## config.mk

```make
export PLATFORM = sky130hd
export DESIGN_NAME = tf_host_port
export DESIGN_NICKNAME = d
export VERILOG_FILES = /design/src/include/tf_pkg.sv /design/src/tf_host_port.sv /design/src/tf_strobe_timer.sv
export VERILOG_INCLUDE_DIRS = /design/src /design/src/include
export SDC_FILE = /design/constraint.sdc
export NUM_CORES = 1
export LEC_CHECK = 0
export ABC_AREA = 1
export BUFFER_PORTS_ARGS = -buffer_cell sky130_fd_sc_hd__buf_2
export CORE_MARGIN = 3
export CORE_UTILIZATION = 61
export CTS_BUF_LIST = sky130_fd_sc_hd__clkbuf_8
export CTS_CLUSTER_DIAMETER = 80
export DETAILED_ROUTE_END_ITERATION = 6
export MAX_ROUTING_LAYER = met4
export PLACE_DENSITY = 0.88
export RECOVER_POWER = 50
export SYNTH_ARGS = -nofsm -noshare
export SYNTH_HDL_FRONTEND = slang
export SYNTH_SLANG_ARGS = --single-unit
```

## constraint.sdc

```tcl
create_clock -name sys_clk_i -period 3.13 [get_ports sys_clk_i]
set_input_delay 0.313 -clock sys_clk_i [delete_from_list [all_inputs] [get_ports sys_clk_i]]
set_output_delay 0.313 -clock sys_clk_i [all_outputs]
set_load 0.01 [all_outputs]
```

## src/include/tf_params.svh

```systemverilog
`ifndef TF_PARAMS_SVH
`define TF_PARAMS_SVH

// Register indices; byte address is four times the index
`define TF_TIMING_IDX 10'h052
`define TF_STATUS_IDX 10'h060
`define TF_TIMING_RST 8'hAF

// Timing register fields
`define TF_ACT_MSB 7
`define TF_ACT_LSB 4
`define TF_REC_MSB 3
`define TF_REC_LSB 0
`define TF_NIBBLE_MAX 4'hF
`define TF_ACT_ZERO_UNITS 5'h10
`define TF_REC_MIN_UNITS 5'h01

// Status register fields
`define TF_ST_BUSY 0
`define TF_ST_CHAN 1
`define TF_ST_WRITE 2
`define TF_ST_CNT_LSB 16
`define TF_ST_CNT_MSB 31

// Timing: counts are in bus clock units, converted to system cycles
`define TF_SYS_PERIOD_NS 10
`define TF_UNIT_PERIOD_NS 30
`define TF_UNIT_CYCLES ((`TF_UNIT_PERIOD_NS + `TF_SYS_PERIOD_NS - 1) / `TF_SYS_PERIOD_NS)
`define TF_CNT_W 8

// Reference settings and their expected unit counts
`define TF_EX_SLOW 8'hAF
`define TF_EX_SLOW_ACT 10
`define TF_EX_SLOW_REC 1
`define TF_EX_FAST 8'h32
`define TF_EX_FAST_ACT 3
`define TF_EX_FAST_REC 3

`endif

```

## src/include/tf_pkg.sv

```systemverilog
`default_nettype none
`include "tf_params.svh"

package tf_pkg;

    localparam int CNT_W = `TF_CNT_W;

    typedef enum logic [1:0] {T_IDLE, T_ACTIVE, T_RECOVER} strobe_state_t;

    typedef struct packed {
        strobe_state_t state;
        logic [CNT_W-1:0] cnt;
        logic [CNT_W-1:0] rec_cyc;
        logic [1:0] rd_n;
        logic [1:0] wr_n;
        logic ready;
    } timer_regs_t;

    typedef struct packed {
        logic [31:0] prdata;
        logic pready;
        logic pslverr;
        logic [7:0] timing;
        logic [15:0] acc_count;
        logic last_chan;
        logic last_write;
    } host_regs_t;

endpackage : tf_pkg

`default_nettype wire

```

## src/tf_host_port.sv

```systemverilog
`timescale 1ns/10ps
`default_nettype none
`include "tf_params.svh"

// How it works
// RQ1: Task file accesses always use task-file strobe timing
// RQ2: Timing register index 0x52, active/recovery nibbles
// RQ3: New timing applies to both channels
// RQ4: Counts are in bus-clock units of 30 ns
// RQ5: Recovery is never shorter than one unit
// RQ6: Value 0xAF gives ten active, one recovery
// RQ7: Value 0x32 gives three active, three recovery
// RQ8: Software programs times meeting mode minimums
// RQ9: Software sets drive mode before timing
// RQ10: Strobe active exactly, recovery at least, programmed
module tf_host_port #(
    parameter int UNIT_CYCLES = `TF_UNIT_CYCLES
)
(
    // Clock and reset
    input wire logic sys_clk_i,
    input wire logic rstn_i,
    // APB slave
    input wire logic [11:0] paddr_i,
    input wire logic psel_i,
    input wire logic penable_i,
    input wire logic pwrite_i,
    input wire logic [31:0] pwdata_i,
    input wire logic [3:0] pstrb_i,
    output logic [31:0] prdata_o,
    output logic pready_o,
    output logic pslverr_o,
    // Task file access requests
    input wire logic tf_req_i,
    input wire logic tf_chan_i,
    input wire logic tf_write_i,
    output logic tf_ready_o,
    // Drive strobes, index is the channel
    output logic [1:0] dior_n_o,
    output logic [1:0] diow_n_o
);
    import tf_pkg::*;

    ////////////////////////////////////////////////////////////////////////////
    // Nibble decoding

    // Zero active nibble is read as sixteen units rather than no strobe
    function automatic logic [CNT_W-1:0] act_cycles(input logic [7:0] t);
        logic [4:0] u;
        u = (t[`TF_ACT_MSB:`TF_ACT_LSB] == 4'h0) ? `TF_ACT_ZERO_UNITS // RQ6
            : {1'b0, t[`TF_ACT_MSB:`TF_ACT_LSB]};
        return CNT_W'(u * UNIT_CYCLES); // RQ4
    endfunction : act_cycles

    // Field holds recovery minus one; all ones wraps to the one-unit floor
    function automatic logic [CNT_W-1:0] rec_cycles(input logic [7:0] t);
        logic [4:0] u;
        u = (t[`TF_REC_MSB:`TF_REC_LSB] == `TF_NIBBLE_MAX) ? `TF_REC_MIN_UNITS // RQ7
            : {1'b0, t[`TF_REC_MSB:`TF_REC_LSB]} + 5'h01; // RQ5
        return CNT_W'(u * UNIT_CYCLES); // RQ4
    endfunction : rec_cycles

    ////////////////////////////////////////////////////////////////////////////
    // State

    host_regs_t r;
    host_regs_t next_r;
    logic accept;
    logic setup;
    logic wr_done;
    logic [9:0] idx;
    logic [CNT_W-1:0] cur_act;
    logic [CNT_W-1:0] cur_rec;

    assign accept = tf_req_i && tf_ready_o;
    assign setup = psel_i && !penable_i;
    assign wr_done = psel_i && penable_i && r.pready && pwrite_i;
    assign idx = paddr_i[11:2];
    // One timing source feeds the shared timer for both channels
    assign cur_act = act_cycles(r.timing); // RQ3
    assign cur_rec = rec_cycles(r.timing); // RQ3

    always_comb
    begin
        next_r = r;
        next_r.pready = 1'b0;
        next_r.pslverr = 1'b0;
        // Answer in the first access cycle; read data captured at setup
        if (setup)
        begin
            next_r.pready = 1'b1;
            next_r.prdata = 32'h0000_0000;
            if (idx == `TF_TIMING_IDX)
            begin
                if (!pwrite_i)
                    next_r.prdata[7:0] = r.timing; // RQ2
            end
            else if (idx == `TF_STATUS_IDX)
            begin
                if (!pwrite_i)
                begin
                    next_r.prdata[`TF_ST_BUSY] = !tf_ready_o;
                    next_r.prdata[`TF_ST_CHAN] = r.last_chan;
                    next_r.prdata[`TF_ST_WRITE] = r.last_write;
                    next_r.prdata[`TF_ST_CNT_MSB:`TF_ST_CNT_LSB] = r.acc_count;
                end
            end
            else
            begin
                next_r.pslverr = 1'b1;
            end
        end
        if (wr_done && idx == `TF_TIMING_IDX && pstrb_i[0])
            next_r.timing = pwdata_i[7:0]; // RQ2
        if (accept)
        begin
            next_r.acc_count = r.acc_count + 16'h0001;
            next_r.last_chan = tf_chan_i;
            next_r.last_write = tf_write_i;
        end
    end

    always_ff @(posedge sys_clk_i or negedge rstn_i)
    begin
        if (!rstn_i)
        begin
            r.prdata <= 32'h0000_0000;
            r.pready <= 1'b0;
            r.pslverr <= 1'b0;
            r.timing <= `TF_TIMING_RST;
            r.acc_count <= 16'h0000;
            r.last_chan <= 1'b0;
            r.last_write <= 1'b0;
        end
        else
        begin
            r <= next_r;
        end
    end

    assign prdata_o = r.prdata;
    assign pready_o = r.pready;
    assign pslverr_o = r.pslverr;

    ////////////////////////////////////////////////////////////////////////////
    // Strobe timer, shared by both channels

    // Drive mode is not an input: every access takes the task file timing
    tf_strobe_timer u_timer (
        .sys_clk_i(sys_clk_i),
        .rstn_i(rstn_i),
        .start_i(accept), // RQ1
        .chan_i(tf_chan_i),
        .write_i(tf_write_i),
        .act_cyc_i(cur_act),
        .rec_cyc_i(cur_rec),
        .rd_n_o(dior_n_o),
        .wr_n_o(diow_n_o),
        .ready_o(tf_ready_o)
    );

    ////////////////////////////////////////////////////////////////////////////
    // Assertion helpers

    logic strobe_low;
    logic [CNT_W-1:0] low_len;
    logic [CNT_W-1:0] high_len;
    logic [CNT_W-1:0] exp_act;
    logic [CNT_W-1:0] exp_rec;
    logic seen_end;
    logic [7:0] last_wr;

    assign strobe_low = !(&{dior_n_o, diow_n_o});

    always_ff @(posedge sys_clk_i or negedge rstn_i)
    begin
        if (!rstn_i)
        begin
            low_len <= '0;
            high_len <= '0;
            exp_act <= '0;
            exp_rec <= '0;
            seen_end <= 1'b0;
            last_wr <= `TF_TIMING_RST;
        end
        else
        begin
            low_len <= strobe_low ? low_len + 1'b1 : '0;
            // Saturates so a long idle spell never wraps to a short gap
            high_len <= strobe_low ? '0 : ((&high_len) ? high_len : high_len + 1'b1);
            if (wr_done && idx == `TF_TIMING_IDX && pstrb_i[0])
                last_wr <= pwdata_i[7:0];
            if (accept)
            begin
                exp_act <= cur_act;
                exp_rec <= cur_rec;
            end
            if (!strobe_low && low_len != '0)
                seen_end <= 1'b1;
        end
    end
endmodule : tf_host_port

`default_nettype wire

```

## src/tf_strobe_timer.sv

```systemverilog
`timescale 1ns/10ps
`default_nettype none

module tf_strobe_timer
(
    // Clock and reset
    input wire logic sys_clk_i,
    input wire logic rstn_i,
    // Access request
    input wire logic start_i,
    input wire logic chan_i,
    input wire logic write_i,
    input wire logic [tf_pkg::CNT_W-1:0] act_cyc_i,
    input wire logic [tf_pkg::CNT_W-1:0] rec_cyc_i,
    // Strobes and status
    output logic [1:0] rd_n_o,
    output logic [1:0] wr_n_o,
    output logic ready_o
);
    import tf_pkg::*;

    timer_regs_t r;
    timer_regs_t next_r;
    logic fire;

    always_comb
    begin
        next_r = r;
        fire = start_i && r.ready;
        unique case (r.state)
            T_IDLE:
            begin
                next_r.state = T_IDLE;
            end
            T_ACTIVE:
            begin
                if (r.cnt == '0)
                begin
                    next_r.rd_n = 2'h3;
                    next_r.wr_n = 2'h3;
                    next_r.state = T_RECOVER;
                    next_r.cnt = r.rec_cyc - 1'b1;
                end
                else
                begin
                    next_r.cnt = r.cnt - 1'b1;
                end
            end
            T_RECOVER:
            begin
                if (r.cnt == '0)
                    next_r.state = T_IDLE;
                else
                    next_r.cnt = r.cnt - 1'b1;
            end
            // Unused code falls back to idle
            default:
            begin
                next_r.state = T_IDLE;
            end
        endcase
        // Last recovery cycle overlaps the next take, so spacing is exact
        if (fire)
        begin
            next_r.state = T_ACTIVE;
            next_r.cnt = act_cyc_i - 1'b1; // RQ10
            next_r.rec_cyc = rec_cyc_i;
            if (write_i)
                next_r.wr_n[chan_i] = 1'b0; // RQ1
            else
                next_r.rd_n[chan_i] = 1'b0;
        end
        next_r.ready = (next_r.state == T_IDLE) ||
            (next_r.state == T_RECOVER && next_r.cnt == '0); // RQ10
    end

    always_ff @(posedge sys_clk_i or negedge rstn_i)
    begin
        if (!rstn_i)
        begin
            r.state <= T_IDLE;
            r.cnt <= '0;
            r.rec_cyc <= '0;
            r.rd_n <= 2'h3;
            r.wr_n <= 2'h3;
            r.ready <= 1'b1;
        end
        else
        begin
            r <= next_r;
        end
    end

    assign rd_n_o = r.rd_n;
    assign wr_n_o = r.wr_n;
    assign ready_o = r.ready;

endmodule : tf_strobe_timer

`default_nettype wire

```

-- After elaboration in Yosys (flattened, before gate mapping)
Cells that the tools add are included.
- reductions and logical operators: 17
- multiply operators: 2
- add/subtract/negate cells: 5
- order comparisons: 2
- equal/unequal tests: 6
- muxes and demuxes: 26
- bitwise operators: 3
- operator list (cell ; number):
    $mux 16 ; 3
    $mux 8 ; 3
    $mux 22 ; 1
    $eq 10x7->1 const B ; 2
    $add 16x1->16 const B ; 1
    $logic_not 8->1 ; 2
    $pmux 8 s2 ; 1
    $sub 7x1->8 const B ; 2
    $mux 5 ; 3
    $mul 5x2->7 const B ; 2
    $logic_and 1x1->1 ; 10
    $mux 2 ; 5
    $mux 3 ; 3
    $mux 4 ; 2
    $sub 8x1->8 const B ; 1
    $add 4x1->5 const B ; 1
    $and 2x2->2 ; 2
    $eq 2x2->1 const B ; 2
    $eq 4x4->1 const B ; 1
    $logic_not 4->1 ; 1
    $pmux 2 s2 ; 1
    $mux 1 ; 3
    $eq 2x1->1 const B ; 1
    $logic_not 1->1 ; 2
    6 further kinds ; 6
- input port bits: 56
- register bits: 74

-- Depth between registers and ports, before layout
- word-level depth: 11
- depth in mapped cells: 15

-- By module
Synthesis repeated with hierarchy kept, for this count alone.
- cell total of the unflattened synthesis: 609
- area, all modules: 4708.3 um^2
- modules (own cells, without submodules) (module ; area each (um^2) ; instances ; cells an instance):
    tf_host_port ; 3045.4 ; 1 ; 364
    tf_strobe_timer ; 1662.8 ; 1 ; 245

-- Least setup slack after synthesis
OpenSTA, ideal clock, no wires.
- kind: register to register
- start point: reg r[25] (netlist name)
- end point: reg u_timer.r, in the netlist u_timer.ready_o
- path buffers: 0
- period minus slack after synthesis: 2149 ps
- arrival: 2088 ps
- stages on the path, launching flop included: 14
- path slack: 981 ps
- setup time: 60 ps
- required time: 3070 ps
- cell sequence: dfstp_2 -> inv_1 -> ha_1 -> inv_1 -> ha_1 -> a21oi_1 -> o21ai_0 -> o21ai_0 -> nor2_1 -> a21oi_1 -> nand2_1 -> nor2_1 -> nand3_1 -> nand2_1
- RTL lines (element ; RTL line ; source):
    from (decl) ; tf_host_port.sv:66 ; host_regs_t r;
    from (signal assigned) ; tf_host_port.sv:137 ; r <= next_r;
    to (signal assigned) ; tf_strobe_timer.sv:90 ; r <= next_r;
    to (decl) ; tf_strobe_timer.sv:22 ; timer_regs_t r;

==> impl_table.tex <==
\begin{tabular}{lr}
\hline
Metric & Value \\
\hline
\multicolumn{2}{l}{\textbf{Worst hold path}} \\
Path class of the lowest-slack min-delay path & in2reg \\
\multicolumn{2}{l}{\textbf{CTS}} \\
Number of setup buffers added after CTS & 0 \\
Clock transition at the registers of the reported paths & 0.08 ns \\
Number of sinks handled by clock tree synthesis & 73 \\
\# H-tree levels & 3 \\
Number of clock buffers inserted by TritonCTS & 9 \\
Deepest clock path buffer count & 2 \\
Total of cells resized after clock tree synthesis & 0 \\
TritonCTS clock tree & done \\
Hold buffers post-CTS & 1 \\
Library cell used as clock root buffer & sky130\_fd\_sc\_hd\_\_clkbuf\_8 \\
Later-pin clock latency in the skew report & 0.36 ns \\
\multicolumn{2}{l}{\textbf{Final layout}} \\
Number of standard cells in the final layout excluding fillers & 656 \\
Antenna diode instance count & 0 \\
Growth of design area from synthesis to finish & 7.49\% \\
Most frequent cells in the layout & sky130\_fd\_sc\_hd\_\_nand2\_1, sky130\_fd\_sc\_hd\_\_inv\_1, sky130\_fd\_sc\_hd\_\_dfrtp\_1 \\
Fill cell instance count of the final layout & 574 \\
Most common cell after layout, fill and taps aside & sky130\_fd\_sc\_hd\_\_nand2\_1 \\
Share of final-layout standard cells stronger than drive strength 1 & between 15 and 20\% \\
Final-stage net count & 629 \\
\multicolumn{2}{l}{\textbf{Route}} \\
Final Routed Wirelength & 9590 um \\
DR vias/cell & 5.36 \\
Pre-Repair DR Iteration Count & 4 \\
First-iteration detailed-routing DRC count & 200 \\
Post-detailed-route wirelength per cell & 14.6 um \\
Post-detailed-route DRC marker count & 0 \\
DRT antenna net count & 0 \\
Count of vias placed by the detailed router & roughly 3500 \\
\multicolumn{2}{l}{\textbf{Power}} \\
Ratio of total power to cell area & $\sim$540 mW/mm\^{}2 \\
Reported net switching power & 0.863 mW \\
Clock network fraction of design power & 30.5\% \\
Leak & 2.48 nW \\
Total internal power & about 1.6 mW \\
VDD IR max & 0.350 mV \\
Part of the power in combinational logic & between 20\% and 30\% \\
Net switching share of the total power & 34.5\% \\
Register share of total power & 46.3\% \\
\multicolumn{2}{l}{\textbf{Yosys}} \\
Yosys reg bits & 73 \\
Count of flip-flops with a built-in enable after synthesis & 0 \\
Async set-or-reset flop fraction in the synthesized netlist & 100\% \\
Post-synthesis instance area & 0.00435 mm\^{}2 \\
Count of synthesis-stage warnings from yosys & 0 \\
Synthesized area divided by synthesized cell count & 8.32 um\^{}2 \\
Post-synthesis cell count & around 520 \\
Synth cell types & 43 \\
Most used flip-flop cell after synthesis & sky130\_fd\_sc\_hd\_\_dfrtp\_1 \\
Share of synthesized area occupied by flip-flops and latches & 42.4\% \\
\multicolumn{2}{l}{\textbf{Global routing}} \\
Maximum number of pins on one net before global-route repair & 43 \\
Initial antenna violation count & 0 \\
Number of global-route vias before repair & 3470 \\
Tot GR Track Use & about a quarter \\
Wire length of the first global-routing pass & 15900 um \\
GRT overflow & 0 \\
\multicolumn{2}{l}{\textbf{STA}} \\
Setup\_tns & 0 ns \\
Slew HR & 3.71\% \\
Final period demand of the worst path & 2.55 ns \\
Unrepaired setup endpoints after global routing & no \\
Setup clock skew after layout & 0.0107 ns \\
Final count of negative-setup-slack endpoints & 0 \\
Pins over their slew limit & 0 \\
Peak Freq & 392 MHz \\
Slew at the pin closest to its max-slew limit & around 1.4 ns \\
Share of the clock period used by the worst path & $\sim$80\% \\
Number of hold violations in the final report & 0 \\
\multicolumn{2}{l}{\textbf{Setup path}} \\
Worst Setup EP & u\_timer.ready\_o \\
Crit. End Element & register \\
Element type at the critical path start & register \\
Critical path fanouts, max & 6 \\
Worst setup startpoint & r[25] \\
Worst reg2reg endpoint & u\_timer.ready\_o \\
Reg-to-reg critical path startpoint & r[25] \\
Slack of the worst reg-to-reg path & 0.58 ns \\
Data required time of the worst path & 3.43 ns \\
Number of cells on the worst reg-to-reg path & 13 \\
Data arrival time of the critical path & 2.85 ns \\
Kind of critical path & reg2reg \\
\multicolumn{2}{l}{\textbf{Floorplan}} \\
Boundary Pins & 95 \\
Die height & roughly 90 um \\
Standard-cell rows & 30 \\
Die Outline Area & 0.00817 mm\^{}2 \\
Core Region & 0.00687 mm\^{}2 \\
Die extent in x & 90.4 um \\
Starting density of the core & 63.3\% \\
\multicolumn{2}{l}{\textbf{Placed design}} \\
DP Cell Count & roughly 640 \\
Buffers on Ports & 57 \\
Detailed placer's ending HPWL & 6940 um \\
Final weighted congestion in routability-driven placement & about 0.88 \\
\multicolumn{2}{l}{\textbf{Run}} \\
Maximum Capacitance Violations & 0 \\
\multicolumn{2}{l}{\textbf{Outcome}} \\
Result of the run & completed \\
\hline
\end{tabular}
worst max-delay path: stages, from the launching register on:
cell	delay, ns
sky130_fd_sc_hd__dfstp_2	0.56
sky130_fd_sc_hd__inv_1	0.11
sky130_fd_sc_hd__ha_1	0.29
sky130_fd_sc_hd__inv_1	0.04
sky130_fd_sc_hd__ha_1	0.35
sky130_fd_sc_hd__a21oi_1	0.15
sky130_fd_sc_hd__o21ai_0	0.14
sky130_fd_sc_hd__o21ai_0	0.18
sky130_fd_sc_hd__nor2_1	0.07
sky130_fd_sc_hd__a21oi_1	0.16
sky130_fd_sc_hd__nand2_1	0.08
sky130_fd_sc_hd__nor2_1	0.18
sky130_fd_sc_hd__nand3_1	0.10
sky130_fd_sc_hd__nand2_1	0.08
sequential cells by signal, indices dropped and copies added (netlist names):
register and count:
u_timer.rd_n_o 2, pslverr_o 1, u_timer.ready_o 1, prdata_o 24, u_timer.wr_n_o 2, pready_o 1, u_timer.r 16, r 26
metal layers:
metal	track usage, %	vias up	part of all wire [%]
met2	42.8	115	50
met1	29.0	1675	42
met3	4.42	30	5.0
met4	11.6	0	2.8
met5	-	-	0
li1	-	1699	-
per-stage QoR:
stage	total power [mW]	hold slack (ns)	utilization [%]	setup WS (ns)	cell area, um^2
6_report	2.50	0.154	68.0	0.579	4670
5_1_grt	2.63	0.151	68.0	0.355	4670
4_1_cts	2.50	0.150	68.4	0.597	4700
3_5_place_dp	1.74	0.135	65.3	0.639	4490
3_3_place_gp	1.70	0.137	65.3	0.738	4490
2_1_floorplan	1.60	0.0174	-	0.981	4370
cell usage after synthesis, types with 2 or more instances:
cell,instances,area [um^2]
sky130_fd_sc_hd__a21oi_1,23,115
sky130_fd_sc_hd__a21oi_2,3,26.3
sky130_fd_sc_hd__a31oi_1,2,12.5
sky130_fd_sc_hd__a32o_1,5,50.1
sky130_fd_sc_hd__buf_2,4,20.0
sky130_fd_sc_hd__buf_4,36,270
sky130_fd_sc_hd__clkbuf_1,7,26.3
sky130_fd_sc_hd__dfrtp_1,62,1550
sky130_fd_sc_hd__dfstp_2,11,289
sky130_fd_sc_hd__ha_1,17,213
sky130_fd_sc_hd__inv_1,65,244
sky130_fd_sc_hd__inv_2,6,22.5
sky130_fd_sc_hd__mux2_1,2,22.5
sky130_fd_sc_hd__nand2_1,107,402
sky130_fd_sc_hd__nand2_2,4,25.0
sky130_fd_sc_hd__nand2_4,2,22.5
sky130_fd_sc_hd__nand3_1,27,135
sky130_fd_sc_hd__nand3_2,2,20.0
sky130_fd_sc_hd__nand4_1,4,25.0
sky130_fd_sc_hd__nor2_1,35,131
sky130_fd_sc_hd__nor2_2,5,31.3
sky130_fd_sc_hd__nor2_4,4,45.0
sky130_fd_sc_hd__nor3_1,3,15.0
sky130_fd_sc_hd__nor3_2,4,40.0
sky130_fd_sc_hd__nor4_2,2,25.0
sky130_fd_sc_hd__o21ai_0,31,155
sky130_fd_sc_hd__o21ai_1,4,20.0
sky130_fd_sc_hd__o22a_1,2,17.5
sky130_fd_sc_hd__o22ai_1,2,12.5
sky130_fd_sc_hd__o31ai_1,9,67.6
sky130_fd_sc_hd__xnor2_1,6,52.6
sky130_fd_sc_hd__xor2_1,15,131
layout make-up:
cell class / count / area (um^2) / area share, %
clock buffers: 9 / 124 / 2.65
clock inverters: 7 / 77.6 / 1.66
inverters: 73 / 278 / 5.95
multi-input cells: 335 / 1930 / 41.2
flip-flops and latches: 73 / 1840 / 39.4
well taps: 96 / 120 / 2.57
repair buffers: 63 / 305 / 6.54
power groups by stage:
| stage | clock [mW] | combinational (mW) | sequential [mW] |
|---|---|---|---|
| 3_3_place_gp | 0 | 0.543 | 1.16 |
| 6_report | 0.761 | 0.582 | 1.16 |
| 5_1_grt | 0.812 | 0.648 | 1.17 |
| 3_5_place_dp | 0 | 0.568 | 1.17 |
| 2_1_floorplan | 0 | 0.450 | 1.15 |
| 4_1_cts | 0.768 | 0.580 | 1.15 |
how the worst min path moves through the flow:
stage | start | to | slack, ns | depth (start not counted)
after floorplan | rstn_i | prdata_o[0] | 0.02 | 0
after global placement | rstn_i | u_timer.r[17] | 0.14 | 1
after detailed placement | rstn_i | u_timer.r[17] | 0.14 | 1
after CTS | tf_chan_i | u_timer.wr_n_o[1] | 0.15 | 2
after global routing | tf_chan_i | u_timer.wr_n_o[1] | 0.15 | 2
final | tf_chan_i | u_timer.wr_n_o[1] | 0.15 | 2
logic make-up after synthesis:
kind of cell | count (synthesis) | synth area share (%)
DFF | 73 | 42.4
buffers and inverters | 121 | 13.9
muxes | 2 | 0.518
adders and majority gates | 18 | 5.36
xor gates and xnor gates | 21 | 4.23
other | 1 | 0.0863
and+or+nand+nor | 203 | 22.1
AOI/OAI and AO/OA | 83 | 11.4
Note: power is estimated with default switching activity, not from simulation.
